===== config.mk =====
export PLATFORM = sky130hd
export DESIGN_NAME = system_clock_switching
export DESIGN_NICKNAME = d
export VERILOG_FILES = /design/src/hw/clock_switch_pkg.sv /design/src/hw/system_clock_switching.sv /design/src/hw/crystal_control.sv
export SDC_FILE = /design/constraint.sdc
export NUM_CORES = 1
export LEC_CHECK = 0
export BUFFER_PORTS_ARGS = -buffer_cell sky130_fd_sc_hd__buf_2
export CORE_ASPECT_RATIO = 0.7
export CORE_UTILIZATION = 41
export DETAILED_ROUTE_END_ITERATION = 6
export PLACE_DENSITY = 0.84
export SLEW_MARGIN = 20
export SYNTH_ARGS = -nofsm -noshare
export SYNTH_HDL_FRONTEND = slang
export SYNTH_SLANG_ARGS = --single-unit

===== constraint.sdc =====
create_clock -name clock -period 1.4 [get_ports clock]
set_input_delay 0.28 -clock clock [delete_from_list [all_inputs] [get_ports clock]]
set_output_delay 0.28 -clock clock [all_outputs]
set_load 0.05 [all_outputs]

===== src/hw/clock_switch_pkg.sv =====
// Constants and types shared by the system clock switching logic
package clock_switch_pkg;

  // ----------------------------------------------------------------
  // Clock mode register layout
  // ----------------------------------------------------------------
  localparam int          MODE_W          = 8;
  localparam int          SEL_HI          = 7;
  localparam int          SEL_LO          = 5;
  localparam int          SEL_W           = SEL_HI - SEL_LO + 1;
  localparam int          BIT_HS_EN       = 4;
  localparam int          BIT_LS_EN       = 2;
  localparam int          BIT_WDT_EN      = 1;
  localparam int          BIT_EXT_RST_EN  = 0;
  localparam logic [7:0]  MODE_RESET      = 8'hf6;

  localparam logic [2:0]  SEL_HS_DIV2     = 3'h1;
  localparam logic [2:0]  SEL_HS_DIV1     = 3'h2;
  localparam logic [2:0]  SEL_XTAL        = 3'h5;
  localparam logic [2:0]  SEL_LS          = 3'h7;

  // Documented example codes
  localparam logic [7:0]  MODE_TO_HS_DIV2 = 8'h36;
  localparam logic [7:0]  MODE_TO_XTAL    = 8'ha6;
  localparam logic [7:0]  MODE_BAD_SWITCH = 8'h50;

  // ----------------------------------------------------------------
  // Crystal control register layout
  // ----------------------------------------------------------------
  localparam int          XCTL_W          = 8;
  localparam int          BIT_XTAL_EN     = 7;
  localparam int          RANGE_HI        = 6;
  localparam int          RANGE_LO        = 5;
  localparam logic [7:0]  XCTL_RESET      = 8'h00;
  localparam logic [1:0]  RANGE_LOW_CODE  = 2'h1;
  localparam logic [1:0]  RANGE_MID_CODE  = 2'h2;
  localparam logic [1:0]  RANGE_HIGH_CODE = 2'h3;

  typedef enum logic [2:0] {
    SRC_LS, SRC_HS_DIV1, SRC_HS_DIV2, SRC_HS_DIV4, SRC_XTAL
  } clk_src_t;

  typedef enum logic [1:0] {
    DRIVE_OFF, DRIVE_LOW, DRIVE_MID, DRIVE_HIGH
  } drive_range_t;

endpackage : clock_switch_pkg


===== src/hw/system_clock_switching.sv =====
// System clock source selection and oscillator enable control
// ------------------------------------------------------------------
// Notes on behaviour
// - Writing 0x36 selects high-speed RC divided by two; low-speed stays on.
// - Writing 0xA6 selects the crystal; low-speed oscillator stays enabled.
// - Clearing mode bit 2 stops the low-speed RC oscillator.
// - One write of 0x50 from the low-speed source stops that clock and hangs the core.
// - Switching to the crystal is not checked; unstable crystal hangs.
// - Watchdog runs after reset; calibration routine turns it off.
// - Watchdog stops whenever the low-speed RC oscillator is off.
// - Mode bit 0 with pin as input makes pin active-low external reset.
// - Crystal control bits 6:5 select drive range, bit 7 enables crystal.
// ------------------------------------------------------------------
`timescale 1ns/1ps
`default_nettype none
module system_clock_switching
(
  input  wire logic                   clock,
  input  wire logic                   rst_b,
  input  wire logic                   mode_wr,
  input  wire logic [clock_switch_pkg::MODE_W-1:0] mode_wdata,
  input  wire logic                   xctl_wr,
  input  wire logic [clock_switch_pkg::XCTL_W-1:0] xctl_wdata,
  input  wire logic                   crystal_stable,
  input  wire logic                   calibration_done,
  input  wire logic                   shared_pin_is_input,
  input  wire logic                   shared_pin_b,
  output logic [clock_switch_pkg::MODE_W-1:0] clock_mode_register,
  output logic [clock_switch_pkg::XCTL_W-1:0] crystal_control_register,
  output clock_switch_pkg::clk_src_t  system_clock_source,
  output logic                        low_speed_rc_enable,
  output logic                        high_speed_rc_enable,
  output logic                        crystal_enable,
  output clock_switch_pkg::drive_range_t crystal_drive_range,
  output logic                        watchdog_active,
  output logic                        core_hung,
  output logic                        external_reset_request
);
  import clock_switch_pkg::*;

  logic [MODE_W-1:0] mode_r;
  logic              hung_r;
  logic              hung_nxt;
  clk_src_t          src_r;
  clk_src_t          src_nxt;
  logic              src_osc_on;

  // ----------------------------------------------------------------
  // Crystal control register
  // ----------------------------------------------------------------
  crystal_control u_xtal (
    .clock   (clock),
    .rst_b   (rst_b),
    .wr_en   (xctl_wr),
    .wr_data (xctl_wdata),
    .value   (crystal_control_register),
    .enable  (crystal_enable),
    .range   (crystal_drive_range)
  );

  // ----------------------------------------------------------------
  // Clock mode register
  // ----------------------------------------------------------------
  // A hung core executes nothing, so mode writes are dropped once hung; crystal control writes still land.
  // A software write wins over the calibration watchdog clear.
  always_ff @(posedge clock or negedge rst_b) begin
    if (!rst_b) begin
      mode_r <= MODE_RESET;
    end else if (mode_wr && !hung_r) begin
      mode_r <= mode_wdata;
    end else if (calibration_done && !hung_r) begin
      mode_r[BIT_WDT_EN] <= 1'b0;
    end
  end

  assign clock_mode_register  = mode_r;
  assign low_speed_rc_enable  = mode_r[BIT_LS_EN];
  assign high_speed_rc_enable = mode_r[BIT_HS_EN];

  // ----------------------------------------------------------------
  // Source decode
  // ----------------------------------------------------------------
  always_comb begin
    case (mode_r[SEL_HI:SEL_LO])
      SEL_HS_DIV2: src_nxt = SRC_HS_DIV2;
      SEL_HS_DIV1: src_nxt = SRC_HS_DIV1;
      SEL_XTAL:    src_nxt = SRC_XTAL;
      SEL_LS:      src_nxt = SRC_LS;
      default:     src_nxt = SRC_HS_DIV4;
    endcase
  end

  always_ff @(posedge clock or negedge rst_b) begin
    if (!rst_b) begin
      src_r <= SRC_LS;
    end else if (!hung_r) begin
      src_r <= src_nxt;
    end
  end

  assign system_clock_source = src_r;

  // Whether the oscillator behind the running source is alive
  always_comb begin
    case (src_r)
      SRC_LS:   src_osc_on = mode_r[BIT_LS_EN];
      SRC_XTAL: src_osc_on = crystal_enable && crystal_stable;
      default:  src_osc_on = mode_r[BIT_HS_EN];
    endcase
  end

  // ----------------------------------------------------------------
  // Hang detection
  // ----------------------------------------------------------------
  // The handover runs on the old clock; if that clock dies in the same
  // write, or the new source never oscillates, nothing can recover but
  // a reset. No stability check guards the crystal path on purpose.
  always_comb begin
    hung_nxt = hung_r;
    if (!src_osc_on) begin
      hung_nxt = 1'b1;
    // Judged on the stored selection, not the lagging source register, so
    // clearing the old oscillator on the edge after the switch stays safe.
    end else if (mode_wr && src_nxt == SRC_LS && !mode_wdata[BIT_LS_EN]
                 && mode_wdata[SEL_HI:SEL_LO] != SEL_LS) begin
      hung_nxt = 1'b1;
    end
  end

  always_ff @(posedge clock or negedge rst_b) begin
    if (!rst_b) begin
      hung_r <= 1'b0;
    end else begin
      hung_r <= hung_nxt;
    end
  end

  assign core_hung = hung_r;

  // ----------------------------------------------------------------
  // Watchdog gating and external reset
  // ----------------------------------------------------------------
  assign watchdog_active = mode_r[BIT_WDT_EN] && mode_r[BIT_LS_EN];

  assign external_reset_request = mode_r[BIT_EXT_RST_EN]
                                  && shared_pin_is_input && !shared_pin_b;
endmodule : system_clock_switching
`default_nettype wire


===== src/hw/crystal_control.sv =====
// Crystal control register with drive range decode
`timescale 1ns/1ps
`default_nettype none
module crystal_control
(
  input  wire logic                 clock,
  input  wire logic                 rst_b,
  input  wire logic                 wr_en,
  input  wire logic [clock_switch_pkg::XCTL_W-1:0] wr_data,
  output logic [clock_switch_pkg::XCTL_W-1:0]      value,
  output logic                      enable,
  output clock_switch_pkg::drive_range_t range
);
  import clock_switch_pkg::*;

  logic [XCTL_W-1:0] ctl_r;

  always_ff @(posedge clock or negedge rst_b) begin
    if (!rst_b) begin
      ctl_r <= XCTL_RESET;
    end else if (wr_en) begin
      ctl_r <= wr_data;
    end
  end

  assign value  = ctl_r;
  assign enable = ctl_r[BIT_XTAL_EN];

  always_comb begin
    case (ctl_r[RANGE_HI:RANGE_LO])
      RANGE_LOW_CODE:  range = DRIVE_LOW;
      RANGE_MID_CODE:  range = DRIVE_MID;
      RANGE_HIGH_CODE: range = DRIVE_HIGH;
      default:         range = DRIVE_OFF;
    endcase
  end

endmodule : crystal_control
`default_nettype wire


== Word-level counts from Yosys, hierarchy flattened ==
Index checks and enable logic that the tools add are counted.

* Logic and storage cells: 37
* Memories kept: 0
* Memory bits (writable): 0
* Output and inout bits: 27
* Latch bits: 0
* Register bits: 20
* Memory bits (read-only): 0

* Mux-type cells: 7
* Bitwise gates (word level): 0
* Multiply operators: 0
* Shift-type cells: 0
* Order comparisons: 0
* Divide/modulo/power cells: 0
* Eq/ne operators: 10
* Reduce and logical (&&, ||, !) cells: 15
* Add/subtract/negate cells: 0

{| class="wikitable"
|+ Operators with widths
! operator !! number
|-
| 3-bit case mux with 4 select lines || 1
|-
| 3-bit == test (second input constant) || 3
|-
| 1-bit logical AND || 9
|-
| 3-bit zero test || 2
|-
| 2-bit case mux with 3 select lines || 1
|-
| 2-bit == test (second input constant) || 2
|-
| 1-bit 2-to-1 mux || 4
|-
| 3-bit by 1-bit == test with 1-bit output (second input constant) || 1
|-
| 3-bit by 2-bit == test with 1-bit output (second input constant) || 1
|-
| 1-bit zero test || 3
|-
| 3-bit inequality test (second input constant) || 1
|-
| 2-bit by 1-bit == test with 1-bit output (second input constant) || 1
|-
| 2-bit by 1-bit inequality test with 1-bit output (second input constant) || 1
|-
| 1-bit case mux with 2 select lines || 1
|-
| 2-bit nonzero test || 1
|}

== Longest topological paths before layout ==
Gate-level depths: netlist (run 1).

* Depth in word-level cells: 8
* Depth in mapped cells: 4
* Gate-level depth less buffers: 3

== Cells and area by module ==
From an unflattened synthesis (run 1), not the netlist that was laid out.

* Cell total of the unflattened synthesis: 67
* Area total of the unflattened synthesis: 887.1 um^2

{| class="wikitable"
|+ Modules (own cells, without submodules)
! module !! cells an instance !! area each (um^2) !! instances !! sequential area each (um^2)
|-
| system_clock_switching || 47 || 540.5 || 1 || 307.8
|-
| crystal_control || 20 || 346.6 || 1 || 200.2
|}

== Least setup slack after synthesis (run 1) ==
No wires, ideal clock.

* Kind: register to output
* Start: reg mode_r[0], in the netlist clock_mode_register[0]
* End: out external_reset_request
* Buffers on the path: 0
* Data arrival time: 1,375 ps
* Cell stages (with the launch flop): 3
* Data required time: 1,120 ps
* Path slack: -255 ps
* Path through: dfrtp_1 > nand2_1 > nor2_1

* Longest elaborated chain between the ends: 2

{| class="wikitable"
|+ RTL lines
! element !! line !! source
|-
| start, declared || system_clock_switching.sv:41 || <nowiki>logic [MODE_W-1:0] mode_r;</nowiki>
|-
| start signal, assigned || system_clock_switching.sv:70 || <nowiki>mode_r <= mode_wdata;</nowiki>
|-
| 1-bit logical AND (2 in a row) || system_clock_switching.sv:146 || <nowiki>&& shared_pin_is_input && !shared_pin_b;</nowiki>
|-
| end, declared || system_clock_switching.sv:37 || <nowiki>output logic external_reset_request</nowiki>
|}

Every way passes these cells.

== Worst setup path after layout (run 1) ==
* Start: reg mode_r[2], in the netlist clock_mode_register[2]
* End: out watchdog_active

* Longest elaborated chain between the ends: 1

{| class="wikitable"
|+ RTL lines
! element !! line !! source
|-
| 1-bit logical AND || system_clock_switching.sv:143 || <nowiki>assign watchdog_active = mode_r[BIT_WDT_EN] && mode_r[BIT_LS_EN];</nowiki>
|-
| end, declared || system_clock_switching.sv:35 || <nowiki>output logic watchdog_active,</nowiki>
|}

Every way passes these cells.

==> metrics.txt, run 1 <==
Final min period about 1400 ps; layout cells sized above 1 0.718; starting density of the core 0.447; Psw 605 uW; IO Pins 51; Die Area 2260 um^2; antenna cells 0; die height 40.1 um; largest net degree at the start of global routing 21; critical path data required time roughly 1100 ps; Filler cells 170; Syn. warnings 0; LEAKAGE roughly 0.00058 uW; IO Port Bufs 50; number of buffers created by CTS 3; mean post-synth cell area 12.7 um^2; PwrDens 1310 nW/um^2; hpwl dp roughly 1500 um; final worst slack -48.0 ps; Area contributors post-synth dfrtp_1 41%, mux2_2 21%, dfstp_2 19%; GR Overflow Total 0; clock skew between 3 and 4 ps; hold path start mode_wdata[1]; H-tree levels 1; syn nets 91; Final nets 142; R2R setup slack around 110 ps; slew margin rel. 0.706; period utilization 1.03; Synth Instances 67; clk buf depth 2; MaxCap Viol Count 0; Int Pwr about 980 uW; failing checks negative setup slack; Hold Fails Final Rpt 0; Crit-path slowest cell dfstp_2; fin. max-slew vios 0; Comb power frac 0.346; RSZ-0062 raised after global routing yes; worst slew pin tran between 400 and 500 ps; Crit Path Max Fanout 5; antenna viol nets, final 0; largest area contributor in the netlist dfrtp_1; Clock transition at path regs around 110 ps; initial antenna violation count 0; placed cell area roughly 1100 um^2; num rows 13; CP endpoint kind primary output; Core ar. 1900 um^2; Routability Congestion slightly below 0.6; WP data arrival 1170 ps; highest clock rate 0.691 GHz; CTS tree built; final hold slack about 160 ps; DRT Pass-1 Iters 2; sequential share of power 0.448; Mapped Area between 800 and 900 um^2; residual DRC count 0; vias in the first global route 638; Synth top area share 0.412; GR Util All Layers 0.176; Post-Route WL 1970 um; status complete, but fails checks; via/cell ratio between 4 and 5; Final setup viols 3; Finished Cell Area approximately 1200 um^2; post-synth cell types 18; clock network power share 0.206; WL per Instance 14.2 um; Layout area overhead 42.8%; CTS Sinks 20; Seq cells post-synth 20; clock tree root buffer cell clkbuf_4; via count 677; CP startpoint clock_mode_register[2]; first-pass GRT wire length between 2000 and 3000 um; Crit Path Class flip-flop to primary output; maximum vdd ir drop 1050 uV; CP peak stage delay about 580 ps; clk_lat worst skew 300 ps; crit path launch type flip-flop; Tightest Hold Check Type primary input to flip-flop; die width approximately 56 um; Iteration-0 DRC Markers 6; Sw Share 0.381; crit path cell chain and2_4 > buf_8; reg2reg start core_hung; Seq/Total Area, Yosys 0.597
==> state kept, by name, indices dropped and copies added, names as in the netlist <==
register	count
core_hung	1
u_xtal.value	8
clock_mode_register	8
system_clock_source	3
==> cell usage after synthesis, drive strengths merged <==
cell type   n
nor2b       1
o21ai       3
nand3       1
nor2        4
and3        1
nand4       1
a311oi      1
dfrtp      14
buf         5
clkbuf      2
or4         1
and2        1
nand2       7
nand2b      2
mux2       16
o31ai       1
dfstp       6
==> cell type report <==
| cell class | instances | area, um^2 | area share |
|---|---|---|---|
| well taps | 22 | 27.5 | 0.0227 |
| multi-input cells | 40 | 313 | 0.257 |
| clock buffers | 4 | 36.3 | 0.0299 |
| flip-flops and latches | 20 | 513 | 0.422 |
| repair buffers | 53 | 325 | 0.268 |
==> power groups by stage <==
stage                     Combinational, uW  Sequential [uW]  Clock, uW
after floorplan                         173              935          0
after global placement                  509              711          0
after detailed placement                518              717          0
after CTS                               540              708        339
after global routing                    576              722        366
final                                   549              712        327
==> routing by layer <==
layer | wire [um] | up-vias | GRT usage | share of wire
li1 | - | 326 | - | -
met2 | 1070 | 21 | 0.350 | 0.54
met3 | 105 | 2 | 0.0677 | 0.053
met1 | 781 | 328 | 0.179 | 0.40
met4 | 14 | 0 | 0.0610 | 0.0071
met5 | 0 | - | 0 | 0
==> repair_timing <==
action	CTS	global route
buffers inserted	0	0
hold buffers	1	0
pin swaps	1	0
gates resized for setup	11	6
setup endpoints to repair	10	9
hold endpoints to repair	14	0
==> through the flow <==
step	utilization	setup WS [ps]	total power, uW	instances	TNS [ps]
after global routing	0.638	-92.6	1660	139	-245
after CTS	0.627	-52.5	1590	139	-118
after detailed placement	0.587	136	1230	134	0
after floorplan	-	-11.2	1110	67	-11.2
final	0.638	-48.0	1590	139	-97.2
after global placement	0.587	178	1220	134	0
==> worst max-delay path, delay by kind of cell, from the launching register on <==
family / cells / cell delay [ps]
and+or+nand+nor: 1 / 150
buffers and inverters: 1 / 140
DFF: 1 / 580
==> cell families after synthesis <==
| group | share of synthesized area |
|---|---|
| and+or+nand+nor | 0.107 |
| AOI/OAI and AO/OA | 0.0368 |
| buffers and inverters | 0.0471 |
| muxes | 0.212 |
| DFF | 0.597 |
==> cells in the final DEF, fill, tap and decap left out <==
master and instances:
a311oi_1 1, dlygate4sd3_1 1, buf_6 6, nor2_1 3
and3_1 1, mux2_2 16, nand3_1 1, buf_8 1
nor2b_1 1, nand2_1 7, o31ai_1 1, dfstp_2 6
and2_4 1, clkbuf_4 3, o21ai_0 3, or4_1 1
buf_4 3, nand2b_1 2, dfrtp_1 10, dfrtp_2 4
clkbuf_8 1, nand4_1 1, buf_2 42, nor2_4 1
==> final timing paths <==
kind / to / cells after the start
worst max-delay path: watchdog_active / 2
worst min-delay path: clock_mode_register[1] / 3
worst max register to register: clock_mode_register[0] / 3
worst min register to register: u_xtal.value[3] / 1
max in group asynchronous: clock_mode_register[7] / 2
min in group asynchronous: system_clock_source[0] / 2
Note: power is estimated with default switching activity, not from simulation.
==> run 2: changes to the inputs <==
--- a/config.mk
+++ b/config.mk
@@ -5,11 +5,12 @@
 export SDC_FILE = /design/constraint.sdc
 export NUM_CORES = 1
 export LEC_CHECK = 0
+export ABC_AREA = 1
 export BUFFER_PORTS_ARGS = -buffer_cell sky130_fd_sc_hd__buf_2
 export CORE_ASPECT_RATIO = 0.7
-export CORE_UTILIZATION = 41
+export CORE_UTILIZATION = 42
 export DETAILED_ROUTE_END_ITERATION = 6
-export PLACE_DENSITY = 0.84
+export PLACE_DENSITY = 0.85
 export SLEW_MARGIN = 20
 export SYNTH_ARGS = -nofsm -noshare
 export SYNTH_HDL_FRONTEND = slang
==> run 2 against run 1 <==
Against the previous run: the flow finishes with violations (design-rule violations, negative setup slack); maximum frequency increased by 3.0%; sequential power decreased by 13%; routed wire length increased by 8.8%; sequential share of layout area increased by 0.16 points; area after synthesis increased by 5.3%; hold slack improved by 42 ps; clock skew increased by 1.2 ps; count of clock-buffer cells in the layout unchanged; combinational power decreased by 57%; setup slack improved by 42 ps.
==> metrics.txt, run 2 <==
Routability Congestion 0.735 (+26%); final core occ 0.619 (-0.0191); mean post-synth cell area 9.95 um^2 (-22%); final worst slack -6.19 ps (+41.8 ps); LEAKAGE 0.000640 uW (+10%); highest clock rate 0.711 GHz (+3.0%); Crit-path slowest cell dfstp_2; critical path data required time 1120 ps (about the same); slew margin rel. 0.708 (+0.00155); antenna cells 0 (unchanged); ys flop type dfrtp_1; hold path start xctl_wdata[2]; maximum vdd ir drop 649 uV (-38%); commonest non-fill, non-tap cells in the layout 42 x buf_2, 21 x nand2_1, 14 x dfrtp_1; Final min period 1410 ps (-41.8 ps); DRT Pass-1 Iters 7 (+5); fin. max-slew vios 0 (unchanged); clk buf depth 2 (unchanged); clock tree root buffer cell clkbuf_4; residual DRC count 5 (+5); number of buffers created by CTS 3 (unchanged); GR Overflow Total 0 (unchanged); Seq cells post-synth 20 (unchanged); CTS Sinks 20 (unchanged); crit path launch type flip-flop; Layout area overhead 33.8%; GR Util All Layers 0.202 (+0.0253); Iteration-0 DRC Markers 34 (+28); Synth Area in Adders 0 (unchanged); Area contributors post-synth dfrtp_1 39%, dfstp_2 18%, mux2_2 10%; die height 40.6 um (+1.3%); Seq/Total Area, Yosys 0.567 (-0.0300); WL per Instance 13.4 um (-5.5%); CP peak stage delay 560 ps (-20 ps); WHS Endpoint u_xtal.value[2]; via count 797 (+18%); num rows 13 (unchanged); PwrDens 944 nW/um^2 (-28%); via/cell ratio 4.98 (+2.3%); Die Area 2320 um^2 (+2.7%); Core ar. 1940 um^2 (+1.7%); R2R depth 4 (+1); clk_lat worst skew 300 ps (about the same); Synth Area in Simple Gates 0.190 (+0.0826); largest net degree at the start of global routing 21 (unchanged); starting density of the core 0.463 (+0.0158); layout cells sized above 1 0.551 (-0.167); H-tree levels 1 (unchanged); IO Port Bufs 50 (unchanged); vias in the first global route 742 (+16%); hold depth 2 (-1); RSZ-0062 raised after global routing yes; status complete, but fails checks; initial antenna violation count 0 (unchanged); CTS tree built; reg2reg start core_hung; Syn. warnings 0 (unchanged); post-synth cell types 17 (-1); largest area contributor in the netlist dfrtp_1; period utilization 1.00 (-0.0298); R2R setup slack 280 ps (+170 ps); Synth Instances 90 (+34%); Compound-Gate Fraction of Synth Area 0.0615 (+0.0247); first-pass GRT wire length 3320 um (+21%); Synth top cells by count 21 x nand2_1, 14 x dfrtp_1, 9 x nand3_1, 8 x mux2_2; Crit Path Class flip-flop to primary output; crit path cell chain nand2_1 > inv_1 > buf_6; WP data arrival 1130 ps (-40 ps); most common cell in the netlist nand2_1; hpwl dp 1670 um (+11%); Post-synth EDFFs 0 (unchanged); CP endpoint kind primary output; MaxCap Viol Count 0 (unchanged); reg2reg end clock_mode_register[2]; clock skew 4.93 ps (+1.15 ps); syn nets 114 (+25%); XOR/XNOR Fraction of Synth Area 0 (unchanged); Synth top area share 0.391 (-0.0207); die width 57.2 um (+1.3%); most common cell after layout, fill and taps aside buf_2; Tightest Hold Check Type primary input to flip-flop; multiplexer area fraction after synthesis 0.101 (-0.111); failing checks design-rule violations, negative setup slack; asr flop ratio synth 1.00 (unchanged); IO Pins 51 (unchanged); Final nets 163 (+15%); Hold Fails Final Rpt 0 (unchanged); largest family of logic cells by synthesized area simple AND/OR/NAND/NOR gates; Post-Route WL 2140 um (+8.8%); Crit Path Max Fanout 4 (-1); Mapped Area 896 um^2 (+5.3%); Final setup viols 3 (unchanged); worst slew pin tran 438 ps (-2.33 ps); final hold slack 203 ps (+41.8 ps); Clock transition at path regs 110 ps (about the same); antenna viol nets, final 0 (unchanged)
run 2: final cells by class:
class | instances | area, um^2
Clock buffer | 4 | 26.3
Fill cell | 174 | 737
Inverter | 7 | 26.3
Multi-Input combinational cell | 56 | 323
Sequential cell | 20 | 508
Tap cell | 22 | 27.5
Timing Repair Buffer | 51 | 288
run 2: through the flow:
step | setup slack (ps) | instances | TNS, ps | area, um^2 | total power (uW)
floorplan | 31.1 | 90 | 0 | 906 | 780
global placement | 272 | 155 | 0 | 1130 | 849
detailed placement | 248 | 155 | 0 | 1130 | 860
CTS | -12.0 | 160 | -23.5 | 1190 | 1140
global route | -42.5 | 160 | -116 | 1200 | 1180
finish | -6.19 | 160 | -11.6 | 1200 | 1130
run 2: worst max-delay path, delay by kind of cell (launching register included):
family | cells | cell delay (ps)
buffers and inverters | 2 | 210
flip-flops | 1 | 560
AND/OR/NAND/NOR | 1 | 50
run 2: report_power, final:
part | switching [uW] | internal [uW]
Sequential | 14.3 | 601
Combinational | 166 | 67.9
Clock | 170 | 111
run 2: timing repair:
action | 4_1_cts | 5_1_grt
gates resized for setup | 7 | 4
setup endpoints to repair | 8 | 5
hold buffers | 1 | 0
pin swaps | 1 | 0
buffers inserted | 0 | 0
hold endpoints to repair | 14 | 0
run 2: cell families (layout without fill, tap and decap cells):
group,count (synthesis),in the layout
multiplexers,8,8
AND/OR/NAND/NOR,40,40
flip-flops,20,20
buffers and inverters,14,62
AO/OA/AOI/OAI,8,8
run 2: worst max-delay path by stage:
| stage | from | to | slack, ps | depth (start not counted) |
|---|---|---|---|---|
| after CTS | clock_mode_register[2] | watchdog_active | -10 | 3 |
| final | clock_mode_register[2] | watchdog_active | -6 | 3 |
| after global placement | clock_mode_register[2] | watchdog_active | 270 | 3 |
| after detailed placement | clock_mode_register[2] | watchdog_active | 250 | 3 |
| after global routing | clock_mode_register[2] | watchdog_active | -40 | 3 |
| after floorplan | clock_mode_register[2] | watchdog_active | 30 | 2 |
run 2: per-layer routing:
layer	track usage	part of all wire	wire (um)
met5	0	0	0
met3	0.0473	0.051	109
met2	0.426	0.54	1160
met4	0.0366	0.012	25
met1	0.218	0.39	844
